==> src/core/vid_pkg.sv <==
// Purpose: shared constants for the video input and boot status link
// Assumes: 40 MHz core clock on both ends
// Notes: boot times are parameters of the display end so a bench can shorten them
package vid_pkg;
   localparam int PIX_W = 24;
   localparam int CHAN_W = 8;
   localparam int RED_LSB = 16;
   localparam int GRN_LSB = 8;
   localparam int BLU_LSB = 0;
   localparam int FIFO_DEPTH = 8;
   localparam int MAX_COLS = 1920;
   localparam int MAX_ROWS = 1080;
   localparam int COL_W = 11;
   localparam int CLK_MHZ = 40;
   localparam int EYE_LEAD_US = 1000;
   localparam int EYE_LEAD_CYC = EYE_LEAD_US * CLK_MHZ;
   localparam int BOOT_MS = 2940;
   localparam int BOOT_VAR_MS = 300;
   localparam int BOOT_CYC = BOOT_MS * 1000 * CLK_MHZ;
   localparam int BOOT_WAIT_CYC = (BOOT_MS + BOOT_VAR_MS) * 1000 * CLK_MHZ;
   localparam int BOOT_DRIVE_CYC = 16;
   localparam int LINK_DIV = 4;
   localparam logic EYE_LEFT = 1'b1;
   localparam logic EYE_RIGHT = 1'b0;
endpackage

==> src/core/vid_link_if.sv <==
`timescale 1ns/1ps
// Purpose: pins between the video source end and the display end
// Assumes: boot status line is tri-state with external pull-up, driven high or low when enabled
// Notes: output enable low means driving
interface vid_link_if;
   import vid_pkg::*;
   logic pix_clk;
   logic [PIX_W-1:0] pixel_data_bus;
   logic vsync;
   logic de;
   logic eye_select;
   logic boot_stat_o;
   logic boot_stat_oe_b;
   wire boot_stat = boot_stat_oe_b ? 1'b1 : boot_stat_o;
   modport dev (input pix_clk, pixel_data_bus, vsync, de, eye_select, boot_stat,
      output boot_stat_o, boot_stat_oe_b);
   modport src (output pix_clk, pixel_data_bus, vsync, de, eye_select, input boot_stat);
endinterface

==> src/core/pix_fifo.sv <==
`timescale 1ns/1ps
// Purpose: small synchronous FIFO with valid/ready on both sides
// Assumes: single clock
// Notes: DEPTH must be a power of two
module pix_fifo #(
   parameter int WIDTH = 24,
   parameter int DEPTH = 8
) (
   input wire logic clk,
   input wire logic rst_b,
   input wire logic ce,
   input wire logic in_valid,
   output logic in_ready,
   input wire logic [WIDTH-1:0] in_data,
   output logic out_valid,
   input wire logic out_ready,
   output logic [WIDTH-1:0] out_data
);
   localparam int AW = $clog2(DEPTH);
   logic [WIDTH-1:0] mem [DEPTH];
   logic [AW:0] wr_ff, rd_ff;
   wire push = ce && in_valid && in_ready;
   wire pop = ce && out_valid && out_ready;
   assign in_ready = (wr_ff - rd_ff) != (AW+1)'(DEPTH);
   assign out_valid = wr_ff != rd_ff;
   assign out_data = mem[rd_ff[AW-1:0]];
   always_ff @(posedge clk) begin
      if (push) begin
         mem[wr_ff[AW-1:0]] <= in_data;
      end
   end
   always_ff @(posedge clk) begin
      if (!rst_b) begin
         wr_ff <= '0;
         rd_ff <= '0;
      end else begin
         if (push) wr_ff <= wr_ff + 1'b1;
         if (pop) rd_ff <= rd_ff + 1'b1;
      end
   end
endmodule

==> src/core/vid_dev_end.sv <==
`timescale 1ns/1ps
// Purpose: display end: captures pixels, tags eye, reports boot status
// Assumes: link pins are asynchronous and pass two flip-flops
// Notes: frames are shown at input rate, no conversion
//
// Behaviour
// - Pixel words are RGB, 8 bits each
// - Source MSB-aligns narrow channels, zero-fills low
// - Only landscape input is accepted; the code checks only the 1920 by 1080 bounds, not orientation
// - Display at most 1920 by 1080 pixels
// - Source keeps clock and line rates
// - 3D frames alternate left then right
// - One eye per frame, vsync between
// - Eye select one is left, zero right
// - Eye select settles 1 ms before vsync
// - Output frame rate equals input frame rate
// - Optional glasses sync follows displayed eye
// - Boot status undriven during reset
// - Undriven until boot completes, reads high
// - After boot drive high, no visible change
// - Drive low when initialization completes
// - Video accepted only after initialization
// - Host expects falling edge near 2.94 s
// - Fewer pins may carry one pixel
module vid_dev_end
   import vid_pkg::*;
#(
   parameter int BOOT_CYCLES = BOOT_CYC,
   parameter int INIT_CYCLES = BOOT_DRIVE_CYC
) (
   input wire logic clk,
   input wire logic rst_b,
   input wire logic ce,
   vid_link_if.dev link,
   input wire logic glasses_en,
   output logic [CHAN_W-1:0] red,
   output logic [CHAN_W-1:0] green,
   output logic [CHAN_W-1:0] blue,
   output logic pix_valid,
   input wire logic pix_ready,
   output logic frame_start,
   output logic frame_eye,
   output logic glasses_sync,
   output logic init_done,
   output logic overflow
);
   typedef enum logic [1:0] {BOOTING, INIT_HIGH, READY} boot_t;
   boot_t state_ff, nxt_state;
   logic [31:0] cnt_ff;
   // ==========================================
   // Link synchronisers
   logic [3:0] s1_ff, s2_ff;
   logic s3_ff;
   logic [PIX_W-1:0] d1_ff, d2_ff;
   logic vs_prev_ff, de_prev_ff;
   logic [COL_W-1:0] col_ff, row_ff;
   logic eye_ff, glass_ff;
   logic [PIX_W-1:0] word_ff;
   logic push_ff;
   function automatic logic rises(input logic now_lvl, input logic was_lvl);
      return now_lvl && !was_lvl;
   endfunction
   function automatic logic [CHAN_W-1:0] chan_of(input logic [PIX_W-1:0] pix_word, input int lsb);
      return pix_word[lsb +: CHAN_W];
   endfunction
   wire pclk_s = s2_ff[0];
   wire vsync_s = s2_ff[1];
   wire de_s = s2_ff[2];
   wire eye_s = s2_ff[3];
   wire pclk_rise = rises(pclk_s, s3_ff);
   wire vs_rise = rises(vsync_s, vs_prev_ff);
   wire frame_begin = pclk_rise && vs_rise;
   wire pix_strobe = pclk_rise && de_s;
   wire line_end = pclk_rise && rises(de_prev_ff, de_s);
   wire in_frame_ok = row_ff < COL_W'(MAX_ROWS) && col_ff < COL_W'(MAX_COLS);
   wire accept = state_ff == READY && pix_strobe && in_frame_ok;
   wire fifo_ready;
   wire [PIX_W-1:0] fifo_data;
   wire lost_word = push_ff && !fifo_ready;
   always_ff @(posedge clk) begin
      if (!rst_b) begin
         s1_ff <= '0;
         s2_ff <= '0;
         s3_ff <= 1'b0;
         d1_ff <= '0;
         d2_ff <= '0;
      end else if (ce) begin
         s1_ff <= {link.eye_select, link.de, link.vsync, link.pix_clk};
         s2_ff <= s1_ff;
         s3_ff <= s2_ff[0];
         d1_ff <= link.pixel_data_bus;
         d2_ff <= d1_ff;
      end
   end
   // ==========================================
   // Frame tracking and eye tagging
   always_ff @(posedge clk) begin
      if (!rst_b) begin
         vs_prev_ff <= 1'b0;
         de_prev_ff <= 1'b0;
      end else if (ce && pclk_rise) begin
         vs_prev_ff <= vsync_s;
         de_prev_ff <= de_s;
      end
   end
   always_ff @(posedge clk) begin
      if (!rst_b) begin
         eye_ff <= EYE_RIGHT;
         glass_ff <= 1'b0;
      end else if (ce && frame_begin) begin
         eye_ff <= eye_s;
         glass_ff <= eye_s;
      end
   end
   // ==========================================
   // Line and column counters
   // Saturate so over-long lines and frames stay refused
   always_ff @(posedge clk) begin
      if (!rst_b) begin
         col_ff <= '0;
         row_ff <= '0;
      end else if (ce) begin
         if (frame_begin) begin
            col_ff <= '0;
            row_ff <= '0;
         end else if (pix_strobe && col_ff != '1) begin
            col_ff <= col_ff + 1'b1;
         end else if (line_end && row_ff != '1) begin
            col_ff <= '0;
            row_ff <= row_ff + 1'b1;
         end
      end
   end
   always_ff @(posedge clk) begin
      if (!rst_b) begin
         frame_start <= 1'b0;
      end else if (ce) begin
         frame_start <= frame_begin && state_ff == READY;
      end
   end
   // ==========================================
   // Pixel capture and overflow
   always_ff @(posedge clk) begin
      if (!rst_b) begin
         word_ff <= '0;
         push_ff <= 1'b0;
      end else if (ce) begin
         push_ff <= accept;
         if (accept) begin
            word_ff <= d2_ff;
         end
      end
   end
   // Sticky: a word offered to a full FIFO is lost
   always_ff @(posedge clk) begin
      if (!rst_b) begin
         overflow <= 1'b0;
      end else if (ce && lost_word) begin
         overflow <= 1'b1;
      end
   end
   // ==========================================
   // Pixel buffer
   pix_fifo #(.WIDTH(PIX_W), .DEPTH(FIFO_DEPTH)) u_fifo (
      .clk(clk),
      .rst_b(rst_b),
      .ce(ce),
      .in_valid(push_ff),
      .in_ready(fifo_ready),
      .in_data(word_ff),
      .out_valid(pix_valid),
      .out_ready(pix_ready),
      .out_data(fifo_data)
   );
   assign red = chan_of(fifo_data, RED_LSB);
   assign green = chan_of(fifo_data, GRN_LSB);
   assign blue = chan_of(fifo_data, BLU_LSB);
   assign frame_eye = eye_ff;
   assign glasses_sync = glasses_en && glass_ff;
   // ==========================================
   // Boot status sequence
   wire boot_over = cnt_ff >= 32'(BOOT_CYCLES);
   wire init_over = cnt_ff >= 32'(BOOT_CYCLES + INIT_CYCLES);
   always_comb begin
      nxt_state = state_ff;
      case (state_ff)
         BOOTING: if (boot_over) nxt_state = INIT_HIGH;
         INIT_HIGH: if (init_over) nxt_state = READY;
         READY: nxt_state = READY;
         default: nxt_state = BOOTING;
      endcase
   end
   always_ff @(posedge clk) begin
      if (!rst_b) begin
         state_ff <= BOOTING;
      end else if (ce) begin
         state_ff <= nxt_state;
      end
   end
   always_ff @(posedge clk) begin
      if (!rst_b) begin
         cnt_ff <= '0;
      end else if (ce && state_ff != READY) begin
         cnt_ff <= cnt_ff + 1'b1;
      end
   end
   assign link.boot_stat_oe_b = !rst_b || state_ff == BOOTING;
   assign link.boot_stat_o = state_ff != READY;
   assign init_done = state_ff == READY;
endmodule

==> src/flat_wrapper.sv <==
// flat-port wrapper written by rule: the top's interface ports become plain ports
module vid_dev_end_flat import vid_pkg::*;
#(
   parameter int BOOT_CYCLES = BOOT_CYC,
   parameter int INIT_CYCLES = BOOT_DRIVE_CYC
)
  (clk, rst_b, ce, glasses_en, red, green, blue, pix_valid, pix_ready, frame_start, frame_eye, glasses_sync, init_done, overflow, link_pix_clk, link_pixel_data_bus, link_vsync, link_de, link_eye_select, link_boot_stat_o, link_boot_stat_oe_b);
  vid_link_if link_i ();
  input wire logic clk;
  input wire logic rst_b;
  input wire logic ce;
  input wire logic glasses_en;
  output logic [CHAN_W-1:0] red;
  output logic [CHAN_W-1:0] green;
  output logic [CHAN_W-1:0] blue;
  output logic pix_valid;
  input wire logic pix_ready;
  output logic frame_start;
  output logic frame_eye;
  output logic glasses_sync;
  output logic init_done;
  output logic overflow;
  input wire logic [$bits(link_i.pix_clk)-1:0] link_pix_clk;
  input wire logic [$bits(link_i.pixel_data_bus)-1:0] link_pixel_data_bus;
  input wire logic [$bits(link_i.vsync)-1:0] link_vsync;
  input wire logic [$bits(link_i.de)-1:0] link_de;
  input wire logic [$bits(link_i.eye_select)-1:0] link_eye_select;
  output wire logic [$bits(link_i.boot_stat_o)-1:0] link_boot_stat_o;
  output wire logic [$bits(link_i.boot_stat_oe_b)-1:0] link_boot_stat_oe_b;
  assign link_i.pix_clk = link_pix_clk;
  assign link_i.pixel_data_bus = link_pixel_data_bus;
  assign link_i.vsync = link_vsync;
  assign link_i.de = link_de;
  assign link_i.eye_select = link_eye_select;
  assign link_boot_stat_o = link_i.boot_stat_o;
  assign link_boot_stat_oe_b = link_i.boot_stat_oe_b;
  vid_dev_end #(.BOOT_CYCLES(BOOT_CYCLES), .INIT_CYCLES(INIT_CYCLES)) u_core (.clk(clk), .rst_b(rst_b), .ce(ce), .link(link_i), .glasses_en(glasses_en), .red(red), .green(green), .blue(blue), .pix_valid(pix_valid), .pix_ready(pix_ready), .frame_start(frame_start), .frame_eye(frame_eye), .glasses_sync(glasses_sync), .init_done(init_done), .overflow(overflow));
endmodule
==> config.mk <==
export PLATFORM = sky130hd
export DESIGN_NAME = vid_dev_end_flat
export DESIGN_NICKNAME = d
export VERILOG_FILES = /design/src/core/vid_pkg.sv /design/src/core/vid_link_if.sv /design/src/core/pix_fifo.sv /design/src/core/vid_dev_end.sv /design/src/flat_wrapper.sv
export SDC_FILE = /design/constraint.sdc
export NUM_CORES = 1
export LEC_CHECK = 0
export BUFFER_PORTS_ARGS = -buffer_cell sky130_fd_sc_hd__buf_2
export CAP_MARGIN = 5
export CORE_MARGIN = 1.5
export CORE_UTILIZATION = 30
export CTS_CLUSTER_SIZE = 25
export DETAILED_ROUTE_END_ITERATION = 12
export GPL_ROUTABILITY_DRIVEN = 0
export PLACE_DENSITY = 0.45
export SYNTH_ARGS = -nofsm -noshare
export SYNTH_HDL_FRONTEND = slang
export SYNTH_SLANG_ARGS = --single-unit
==> constraint.sdc <==
create_clock -name clk -period 3.9 [get_ports clk]
set_clock_uncertainty 0.05 [all_clocks]
set_input_delay 1.17 -clock clk [delete_from_list [all_inputs] [get_ports clk]]
set_output_delay 1.17 -clock clk [all_outputs]
set_load 0.03 [all_outputs]
Yosys cells after proc, flatten, opt, wreduce, memory -nomap -nowiden
Memory sizes are Yosys's and may differ from the RTL's. A register that Yosys moved wholly into a read port is not among the register bits.
Index checks and enable logic that the tools add are counted.
- equal/unequal tests: 10
- $add $sub $neg: 6
- order comparisons: 4
- reductions and logical operators: 35
- multiplexer cells: 13
- operators with widths (operator ; number):
    $mux 11 ; 6
    $ge 32x27->1 const B ; 2
    $add 32x1->32 const B ; 1
    $add 11x1->11 const B ; 2
    $logic_and 1x1->1 ; 22
    $lt 11x11->1 const B ; 2
    $ne 11x11->1 const B ; 2
    $add 4x1->4 const B ; 2
    $mux 3 ; 2
    $ne 2x1->1 const B ; 3
    $pmux 2 s3 ; 1
    $reduce_and 3->1 ; 2
    $logic_not 1->1 ; 5
    $mux 2 ; 2
    $ne 4x4->1 ; 1
    $ne 4x4->1 const B ; 1
    $reduce_and 2->1 ; 2
    $sub 4x4->4 ; 1
    $reduce_bool 3->1 ; 1
    $eq 2x1->1 const B ; 1
    $eq 2x2->1 const B ; 1
    $logic_not 2->1 ; 1
    $mux 1 ; 2
    $ne 2x2->1 const B ; 1
    other kinds (2) ; 2
- bits of input ports: 33
- flip-flop bits (word level): 151
- output and inout bits: 32
- memory bits (writable): 192
- memories kept: 1
- logic and storage cells: 87
- memories (name ; depth ; bits a word ; read ports ; clocked after Yosys merged registers in ; write ports ; RTL line ; RTL):
    u_core.u_fifo.mem ; 8 ; 24 ; 1 ; 1 ; 1 ; pix_fifo.sv:20 ; logic [WIDTH-1:0] mem [DEPTH];

Depth between registers and ports, before layout
Gate-level depths: netlist (run 1).
- depth in word-level cells: 7
- depth in mapped cells: 9
- mapped depth without buffers: 7

Modules after synthesis
A second synthesis (run 1) with hierarchy kept.
- cell total of the unflattened synthesis: 978
- area total of the unflattened synthesis: 13930.9 um2
- modules (own cells, without submodules) (module ; cells each ; times used ; sequential area each (um2) ; area an instance (um2)):
    pix_fifo ; 357 ; 1 ; 5985.7 ; 7865.0
    vid_dev_end ; 620 ; 1 ; 2862.7 ; 6059.6
    vid_dev_end_flat ; 1 ; 1 ; 0.0 ; 6.3

Worst setup path before layout (run 1)
No wires, ideal clock.
- kind: input -> register
- start: input ce
- end: memory u_core.u_fifo.mem[2][0] (enable)
- required time: 3.415 ns
- path buffers: 1
- data arrival time: 3.580 ns
- library setup time: 0.435 ns
- cell stages on the path: 5
- path slack: -0.165 ns
- cell sequence: buf_4 > and2_1 > o41ai_4 > or2_2 > nor3_1
- cells in the longest elaborated chain, start to end: 4
- RTL lines (item ; RTL line ; RTL):
    start, declared ; flat_wrapper.sv:11 ; input wire logic ce;
    $logic_and 1x1->1 (2 in a row) ; pix_fifo.sv:22 ; wire push = ce && in_valid && in_ready;
    $mux 1 ; pix_fifo.sv:28 ; if (push) begin
    $mux 1 (not written as such) ; pix_fifo.sv:29 ; mem[wr_ff[AW-1:0]] <= in_data;
    end, declared ; pix_fifo.sv:20 ;
No other way between the ends.

==> results of run 1 <==
[stage by stage]
| stage | worst slack [ps] | util, % | total power [mW] | cells |
|---|---|---|---|---|
| detailed placement | 784 | 32.9 | 4.07 | 1623 |
| global placement | 848 | 32.9 | 4.06 | 1623 |
| floorplan | 476 | - | 4.02 | 984 |
| global route | 191 | 35.6 | 7.85 | 1693 |
| finish | 323 | 35.6 | 7.58 | 1693 |
| CTS | 240 | 35.6 | 7.71 | 1693 |
[metal layers]
layer / track usage [%] / up-vias / part of all wire (%)
met5: 0 / - / 0.055
met3: 2.43 / 49 / 4.5
li1: - / 3838 / -
met2: 19.5 / 133 / 45
met4: 4.75 / 2 / 2.2
met1: 17.8 / 3917 / 49
[cells in the final DEF (no fill, tap or decap), types with 3 or more instances in the layout]
| master | count |
|---|---|
| nor2_2 | 6 |
| edfxtp_1 | 192 |
| o21ai_0 | 9 |
| a21oi_1 | 30 |
| nor4_1 | 6 |
| nand4_1 | 13 |
| xnor2_1 | 25 |
| nand2b_1 | 6 |
| buf_2 | 63 |
| nor3_4 | 3 |
| mux2i_1 | 88 |
| nand2_1 | 35 |
| nand3_1 | 20 |
| or3_1 | 9 |
| clkinv_1 | 11 |
| and3_1 | 11 |
| nor3_1 | 8 |
| mux2_2 | 24 |
| o31ai_1 | 6 |
| nor2_1 | 134 |
| clkbuf_16 | 42 |
| and2_1 | 8 |
| nor4_2 | 5 |
| dfxtp_1 | 152 |
| nand3b_1 | 3 |
| clkbuf_1 | 10 |
| buf_12 | 3 |
| ha_1 | 12 |
| buf_4 | 19 |
| mux4_2 | 48 |
| and4_1 | 9 |
| or4_1 | 6 |
| inv_1 | 18 |
| xor2_1 | 11 |
[registers in the layout, summed over array words and instances (netlist names), 11 cells and up, named ones only]
signal             count
u_core.u_fifo.mem    192
u_core.word_ff        24
u_core.row_ff         11
u_core.cnt_ff         32
u_core.d1_ff          24
u_core.d2_ff          24
u_core.col_ff         11
[worst register-to-register path, delay by kind of cell (launching register included)]
family                     cells  cell delay, ps
and+or+nand+nor                2             430
adders and majority gates      1             360
DFF                            1             550
buffers and inverters          1             270
AOI/OAI and AO/OA              3             930
[synth_stat cells (2+ instances only)]
cell type | instances | area [um2]
or3_1 | 9 | 56.3
nand3b_1 | 3 | 22.5
nor2_1 | 139 | 522
clkbuf_1 | 25 | 93.8
nor4_4 | 2 | 42.5
mux4_2 | 48 | 1080
inv_1 | 19 | 71.3
nand3_1 | 20 | 100
or2_2 | 2 | 12.5
o2111ai_1 | 2 | 17.5
nand2b_1 | 6 | 37.5
buf_6 | 2 | 22.5
o31ai_1 | 6 | 45.0
nand2_1 | 35 | 131
and2_1 | 8 | 50.1
and4_1 | 9 | 78.8
o21ai_0 | 9 | 45.0
a21oi_1 | 30 | 150
mux2i_1 | 88 | 881
nor4_1 | 6 | 37.5
a31oi_1 | 2 | 12.5
or4_1 | 6 | 45.0
dfxtp_1 | 154 | 3080
nor3_1 | 11 | 55.1
buf_2 | 9 | 45.0
a21boi_0 | 2 | 15.0
nand4_1 | 13 | 81.3
mux2_2 | 24 | 270
and3_1 | 11 | 68.8
buf_4 | 5 | 37.5
nor2b_1 | 2 | 12.5
nor4_2 | 5 | 62.6
buf_1 | 5 | 18.8
xor2_1 | 11 | 96.3
a21o_1 | 2 | 15.0
edfxtp_1 | 192 | 5770
ha_1 | 12 | 150
xnor2_1 | 25 | 219
a41oi_1 | 2 | 17.5
nor3b_1 | 2 | 15.0
[report_power, final]
group | leakage [nW] | internal [mW] | total, mW | switching [mW]
combinational | 2.02 | 0.0528 | 0.128 | 0.0756
clock | 0.607 | 2.12 | 3.60 | 1.48
sequential | 3.48 | 3.84 | 3.86 | 0.0175
[logic make-up (layout without fill, tap and decap cells)]
group	Yosys count	after routing
AND/OR/NAND/NOR	298	298
flip-flops	346	346
buffers and inverters	65	174
multiplexers	160	160
adder cells (fa/ha/maj)	12	12
XOR/XNOR	36	36
AO/OA/AOI/OAI	67	67
[worst paths after layout]
| kind | to | start | slack [ps] |
|---|---|---|---|
| setup reg to reg | u_core.u_fifo.mem[4][7] | u_core.u_fifo.wr_ff[2] | 1020 |
| hold reg to reg | u_core.frame_eye | u_core.s2_ff[3] | 400 |
| setup / recovery | red[5] | register | 320 |
| hold / removal | u_core.frame_eye | u_core.s2_ff[3] | 400 |
[cell type report]
class | count | share of cell area (%)
Timing Repair Buffer | 85 | 3.20
Multi-Input combinational cell | 573 | 29.2
Sequential cell | 346 | 54.8
Clock inverter | 17 | 0.913
Inverter | 19 | 0.457
Clock buffer | 53 | 6.82
Tap cell | 600 | 4.64
==> impl_metrics.csv, run 1 <==
group,metric,value,unit
detailed_routing,vias,7939,
sta,fmax,0.280,GHz
grt,grt_pass1_wl,46.2,mm
worst_setup_path,cp.required,2680,ps
worst_setup_path,critPathBufInv,2,
worst_setup_path,path_depth,4,
worst_setup_path,cp.arrival,2360,ps
worst_setup_path,slowest_stage,"mux4_2",
final_layout,stdcell_area,16200,um2
grt,grt_start_max_net_pins,84,
hold_path,whs_path_depth,2,
place,portBuffers,64,
synthesis,syn_area,13800,um2
synthesis,synthXorXnorAreaFrac,2.28,%
detailed_routing,drt_iter0_markers,372,
grt,antenna_found_initial,1,
final_layout,diodes,0,
sta,tightest_slew,902,ps
grt,overflow,0,
cts,clockBufferDepth,3,
hold_path,hp-class,"register to register",
die,core,45400,um2
die,die_x,218,um
worst_setup_path,start_kind,"register",
sta,hold_slack,405,ps
synthesis,synth_nets,1029,
worst_setup_path,cpPeakStageDelay,520,ps
synthesis,yosysSeqAreaShare,64.1,%
synthesis,muxShareOfSynthArea,16.2,%
synthesis,synth_simple_gate_area_share,11.1,%
detailed_routing,drtAntennaViolNets,0,
die,start_util,30.4,%
cts,cts_root_buffer,"clkbuf_16",
die,fp-row-count,78,
detailed_routing,routed_via_density,4.69,
cts,cts.htree.levels,2,
cts,insertion_delay,560,ps
synthesis,synthArstFlopShare,0,%
cts,cts_setup_buffers,0,
sta,fin_crit_sh,91.7,%
synthesis,synth_top_family_by_area,"multiplexers",
die,die_h,218,um
detailed_routing,drc,0,
die,top_level_ports,65,
sta,hold_viol_final,0,
die,die_area,47300,um2
cts,cts_tree,"built",
worst_setup_path,worst-path-max-fanout,10,
grt,grt_use_total,12.7,%
synthesis,yosysWarnings,0,
worst_setup_path,crit_family,"multiplexers",
synthesis,ys_ff_latch,346,
cts,path_clk_slew,60,ps
synthesis,synth_edf_count,192,
synthesis,avgSynthCellArea,14.0,um2
sta,fin_setup_tns,0,ps
synthesis,synthCells,984,
detailed_routing,drt_wl_total,29.3,mm
final_layout,drive_gt1_share,21.6,%
worst_setup_path,worstPathCellList,"buf_4, mux4_2, mux2_2, buf_2",
sta,rsz0062_at_grt,"false",
worst_setup_path,worstRegToRegCells,7,
synthesis,yosys_most_used_dff,"edfxtp_1",
detailed_routing,wl_per_cell,17.3,um
worst_setup_path,path_class,"register to primary output",
cts,cts_resized,0,
grt,grt_pass1_vias,7947,
synthesis,synthAdderAreaFrac,1.09,%
final_layout,area_delta_synth_final,17.1,%
cts,hold_buffers,0,
final_layout,regArea,8850,um2
place,place_area,14900,um2
sta,setup_viol,0,
sta,finalCriticalPeriod,3580,ps
place,dp_hpwl,17.2,mm
worst_setup_path,worst_setup_path_end_kind,"primary output",
final_layout,fin_nets,1111,
detailed_routing,first_pass_iters,7,
cts,cts_sinks,346,
pwr,power.density,469,nW/um2
cts,cts_buffers,41,
pwr,leakagePower,6.11,nW
synthesis,ys_types,61,
job,maxCapViolations,0,
sta,slew_violations,0,
final_layout,n_fill_cell,4372,
outcome,status,"completed",
final_layout,multi_input_area,4720,um2
sta,slew-limit-headroom,39.9,%
pwr,irDropWorstVdd,0.000291,V
synthesis,synth_compound_area_share,3.23,%
(Power assumes the default switching activity.)
==> inputs of run 2 (changes only) <==
--- a/config.mk
+++ b/config.mk
@@ -12,6 +12,7 @@
 export CTS_CLUSTER_SIZE = 25
 export DETAILED_ROUTE_END_ITERATION = 12
 export GPL_ROUTABILITY_DRIVEN = 0
+export MAX_ROUTING_LAYER = met4
 export PLACE_DENSITY = 0.45
 export SYNTH_ARGS = -nofsm -noshare
 export SYNTH_HDL_FRONTEND = slang
==> run 2 against run 1 <==
  * Global-route usage is 0.39 points higher
  * Count of clock-buffer cells in the layout unchanged
  * Final cell count is essentially flat
  * Sequential power hardly changed
  * Design area about the same
  * Critical path type unchanged
  * Critical endpoint unchanged
==> impl_metrics.csv, run 2 (synthesized netlist as in run 1, its figures left out) <==
group,metric,value,unit
outcome,status,"completed",
die,die_h,218,um
grt,grt_start_max_net_pins,84,
worst_setup_path,worst-path-max-fanout,10,
sta,fmax,0.280,GHz
place,place_area,14900,um2
pwr,power.density,469,nW/um2
worst_setup_path,cp.arrival,2350,ps
worst_setup_path,worstSetupEndpoint,"red[5]",
worst_setup_path,r2r_end,"u_core.u_fifo.mem[1][7]",
detailed_routing,wl_per_cell,17.3,um
detailed_routing,first_pass_iters,6,
sta,setup_viol,0,
cts,cts_sinks,346,
sta,tightest_slew,909,ps
cts,hold_buffers,0,
detailed_routing,vias,7915,
final_layout,fin_nets,1111,
cts,cts_setup_buffers,0,
worst_setup_path,path_class,"register to primary output",
cts,path_clk_slew,60,ps
worst_setup_path,reg2reg_from,"u_core.u_fifo.wr_ff[2]",
grt,grt_pass1_wl,46.3,mm
sta,fin_setup_tns,0,ps
sta,slew-limit-headroom,39.4,%
pwr,irDropWorstVdd,0.000291,V
die,top_level_ports,65,
detailed_routing,drc,0,
hold_path,holdCritStartpoint,"u_core.s2_ff[3]",
sta,hold_viol_final,0,
cts,cts_root_buffer,"clkbuf_16",
worst_setup_path,worst_setup_path_end_kind,"primary output",
die,core,45400,um2
job,maxCapViolations,0,
place,dp_hpwl,17.2,mm
die,die_x,218,um
final_layout,n_fill_cell,4373,
cts,clockBufferDepth,3,
final_layout,multi_input_area,4720,um2
hold_path,hp-class,"register to register",
cts,cts_resized,0,
detailed_routing,drt_wl_total,29.3,mm
worst_setup_path,r2r_slack,1020,ps
grt,antenna_found_initial,1,
worst_setup_path,start_kind,"register",
final_layout,final_cell_mix,"edfxtp_1, dfxtp_1, nor2_1",
place,portBuffers,64,
pwr,leakagePower,6.11,nW
detailed_routing,drtAntennaViolNets,0,
grt,grt_pass1_vias,7939,
final_layout,largest_reg_flops,192,
grt,overflow,0,
final_layout,final_common_cell,"edfxtp_1",
final_layout,stdcell_area,16200,um2
cts,insertion_delay,560,ps
sta,rsz0062_at_grt,"false",
cts,cts.htree.levels,2,
sta,fin_crit_sh,91.6,%
detailed_routing,drt_iter0_markers,332,
die,start_util,30.4,%
die,die_area,47300,um2
final_layout,area_delta_synth_final,17.1,%
worst_setup_path,cp.required,2680,ps
final_layout,regArea,8850,um2
cts,cts_tree,"built",
worst_setup_path,worstRegToRegCells,7,
grt,grt_use_total,13.1,%
pwr,p_total,7.59,mW
cts,cts_buffers,41,
final_layout,drive_gt1_share,21.6,%
detailed_routing,routed_via_density,4.67,
sta,finalCriticalPeriod,3570,ps
sta,slew_violations,0,
die,fp-row-count,78,
## run 2: cell types whose count changed in the layout (fill, tap and decap cells not counted)
cell	change
diode_2	+1
## run 2: final cells by class
type | count | area share [%]
Clock buffer | 53 | 6.82
Antenna cell | 1 | 0.0155
Timing Repair Buffer | 85 | 3.20
Tap cell | 600 | 4.64
Inverter | 19 | 0.456
Clock inverter | 17 | 0.913
Sequential cell | 346 | 54.7
Multi-Input combinational cell | 573 | 29.2
## run 2: per-layer routing
layer / routed length, um / track usage, %
met3: 1200 / 2.44
met2: 13000 / 19.5
met5: 0 / -
met4: 640 / 4.75
met1: 14400 / 17.8
## run 2: through the flow
step           worst slack (ps)  instances  hold slack (ps)  utilization (%)
2_1_floorplan               476        984              381                -
3_3_place_gp                848       1623              399             32.9
3_5_place_dp                784       1623              409             32.9
4_1_cts                     240       1693              412             35.6
5_1_grt                     191       1694              446             35.6
6_report                    328       1694              405             35.6
## run 2: worst max-delay path, cell delays in order (launching register included)
cell and delay, ps:
dfxtp_4 480, buf_4 290, mux4_2 520, mux2_2 310, buf_2 190
## run 2: worst min path at each step
stage	slack [ps]	end	depth (start not counted)
2_1_floorplan	380	u_core.frame_eye	2
3_3_place_gp	400	u_core.frame_eye	2
3_5_place_dp	410	u_core.frame_eye	2
4_1_cts	410	u_core.frame_eye	2
5_1_grt	450	u_core.col_ff[10]	2
6_report	400	u_core.frame_eye	2
## run 2: power breakdown
group / internal, mW / total (mW) / switching (mW)
logic: 0.0528 / 0.128 / 0.0756
clock network: 2.12 / 3.60 / 1.48
registers: 3.84 / 3.86 / 0.0175
total: 6.01 / 7.59 / 1.57
==> inputs of run 3 (changes only) <==
--- a/config.mk
+++ b/config.mk
@@ -7,13 +7,15 @@
 export LEC_CHECK = 0
 export BUFFER_PORTS_ARGS = -buffer_cell sky130_fd_sc_hd__buf_2
 export CAP_MARGIN = 5
+export CELL_PAD_IN_SITES_DETAIL_PLACEMENT = 1
+export CELL_PAD_IN_SITES_GLOBAL_PLACEMENT = 1
 export CORE_MARGIN = 1.5
 export CORE_UTILIZATION = 30
 export CTS_CLUSTER_SIZE = 25
 export DETAILED_ROUTE_END_ITERATION = 12
 export GPL_ROUTABILITY_DRIVEN = 0
 export MAX_ROUTING_LAYER = met4
-export PLACE_DENSITY = 0.45
+export PLACE_DENSITY = 0.52
 export SYNTH_ARGS = -nofsm -noshare
 export SYNTH_HDL_FRONTEND = slang
 export SYNTH_SLANG_ARGS = --single-unit
==> run 3 against run 2 <==
  * Register-to-register slack worse by 30 ps
  * Routed wire length grew 5.5%
  * Fmax decreased by 1.3%
  * Critical path depth did not move
  * Non-clock buffer count down 2
  * First-iteration DRC count up 0.60%
  * Core utilization increased by 0.061 points
  * Sequential share of layout area decreased by 0.093 points
  * Clock power grew 2%
  * Critical path type unchanged
  * Critical endpoint is now red[4]
  * Largest power group unchanged
  * Highest routed layer unchanged
==> impl_metrics.csv, run 3 (synthesized netlist as in run 1, its figures left out) <==
group,metric,value,unit
outcome,status,"completed",
final_layout,area_delta_synth_final,17.3,%
die,top_level_ports,65,
sta,tightest_slew,812,ps
detailed_routing,drc,0,
die,fp-row-count,78,
die,die_area,47300,um2
sta,finalCriticalPeriod,3620,ps
sta,fin_crit_sh,92.8,%
sta,hold_viol_final,0,
place,portBuffers,64,
pwr,irDropWorstVdd,0.000231,V
cts,insertion_delay,540,ps
cts,clockBufferDepth,3,
grt,grt_util_met1,18.4,%
die,core,45400,um2
worst_setup_path,worstRegToRegCells,7,
grt,antenna_found_initial,0,
sta,setup_viol,0,
cts,cts_root_buffer,"clkbuf_16",
place,dp_hpwl,18.7,mm
detailed_routing,drtAntennaViolNets,0,
sta,slew_violations,0,
detailed_routing,drt_wl_total,30.9,mm
worst_setup_path,r2r_end,"u_core.u_fifo.mem[4][6]",
cts,cts_buffers,39,
grt,grt_pass1_wl,49.2,mm
detailed_routing,drt_iter0_markers,334,
final_layout,largest_reg_flops,192,
die,die_x,218,um
final_layout,drive_gt1_share,22.0,%
grt,grt_use_total,13.8,%
pwr,power.density,473,nW/um2
worst_setup_path,reg2reg_from,"u_core.u_fifo.wr_ff[2]",
die,start_util,30.4,%
worst_setup_path,worst-path-max-fanout,18,
worst_setup_path,worstSetupEndpoint,"red[4]",
grt,overflow,0,
cts,cts_tree,"built",
cts,path_clk_slew,60,ps
cts,cts.htree.levels,2,
final_layout,fin_nets,1107,
grt,grt_pass1_vias,8380,
final_layout,final_common_cell,"edfxtp_1",
die,die_h,218,um
worst_setup_path,cp.arrival,2400,ps
grt,grt_use_met2,21.4,%
worst_setup_path,worst_setup_path_end_kind,"primary output",
hold_path,hp-class,"register to register",
detailed_routing,first_pass_iters,4,
sta,fin_setup_tns,0,ps
grt,grt.busiest_layer,"met2",
cts,cts_resized,0,
cts,cts_setup_buffers,0,
grt,grt_start_max_net_pins,85,
worst_setup_path,cp.required,2680,ps
detailed_routing,vias,8002,
detailed_routing,wl_per_cell,18.2,um
final_layout,final_cell_mix,"edfxtp_1, dfxtp_1, nor2_1",
worst_setup_path,r2r_slack,990,ps
pwr,leakagePower,6.13,nW
sta,slew-limit-headroom,45.9,%
job,maxCapViolations,0,
cts,cts_sinks,346,
grt,gr-usage-met3,2.80,%
worst_setup_path,path_class,"register to primary output",
sta,hold_slack,410,ps
sta,rsz0062_at_grt,"false",
sta,fmax,0.276,GHz
cts,hold_buffers,0,
detailed_routing,routed_via_density,4.73,
final_layout,diodes,0,
worst_setup_path,start_kind,"register",
-- run 3: cell types whose count changed in the layout (fill, tap and decap cells not counted) --
cell / previous run / this run
clkinv_1: 11 / 8
clkinv_2: 2 / 5
buf_12: 3 / 4
diode_2: 1 / 0
clkbuf_8: 1 / 3
clkbuf_16: 42 / 40
inv_16: 1 / 0
inv_4: 1 / 2
buf_4: 19 / 16
bufinv_16: 2 / 4
clkbuf_1: 10 / 9
inv_6: 0 / 1
-- run 3: final cells by class --
class                           instances  area, um2
Clock buffer                           52       1080
Clock inverter                         20        206
Sequential cell                       346       8850
Fill cell                            4746      29200
Tap cell                              600        751
Timing Repair Buffer                   83        515
Multi-Input combinational cell        573       4720
Inverter                               19       73.8
-- run 3: critical path, cell delays in order, from the launching register on --
cell and delay, ps:
dfxtp_4 580, buf_12 250, mux4_2 520, mux2_2 300
buf_2 190
-- run 3: worst min path at each step --
stage | from | to | slack, ps | cells past startpoint
after floorplan | u_core.s2_ff[3] | u_core.frame_eye | 380 | 2
after global placement | u_core.col_ff[10] | u_core.col_ff[10] | 400 | 2
after detailed placement | u_core.s2_ff[3] | u_core.frame_eye | 400 | 2
after CTS | u_core.s2_ff[3] | u_core.frame_eye | 410 | 2
after global routing | u_core.s2_ff[3] | u_core.frame_eye | 450 | 2
final | u_core.s2_ff[3] | u_core.frame_eye | 410 | 2
-- run 3: layer usage --
layer  part of all wire (%)  wire [um]  up-vias
met1                     49      15000     4037
met4                    1.8        566        0
met2                     46      14200      106
met3                    3.6       1120       36
li1                       -          -     3823
met5                      0          0        -
-- run 3: where the power goes --
group | switching [mW] | internal [mW] | total, mW
Combinational | 0.0773 | 0.0529 | 0.130
Sequential | 0.0191 | 3.84 | 3.86
Clock | 1.47 | 2.21 | 3.68
Total | 1.56 | 6.10 | 7.66
-- run 3: through the flow --
stage,utilization (%),total power [mW],std cells,cell area [um2],worst slack (ps)
final,35.7,7.66,1693,16200,280
after global routing,35.7,7.94,1693,16200,140
after CTS,35.7,7.80,1693,16200,171
after detailed placement,32.9,4.07,1621,14900,700
after global placement,32.9,4.07,1621,14900,721
after floorplan,-,4.02,984,13800,476
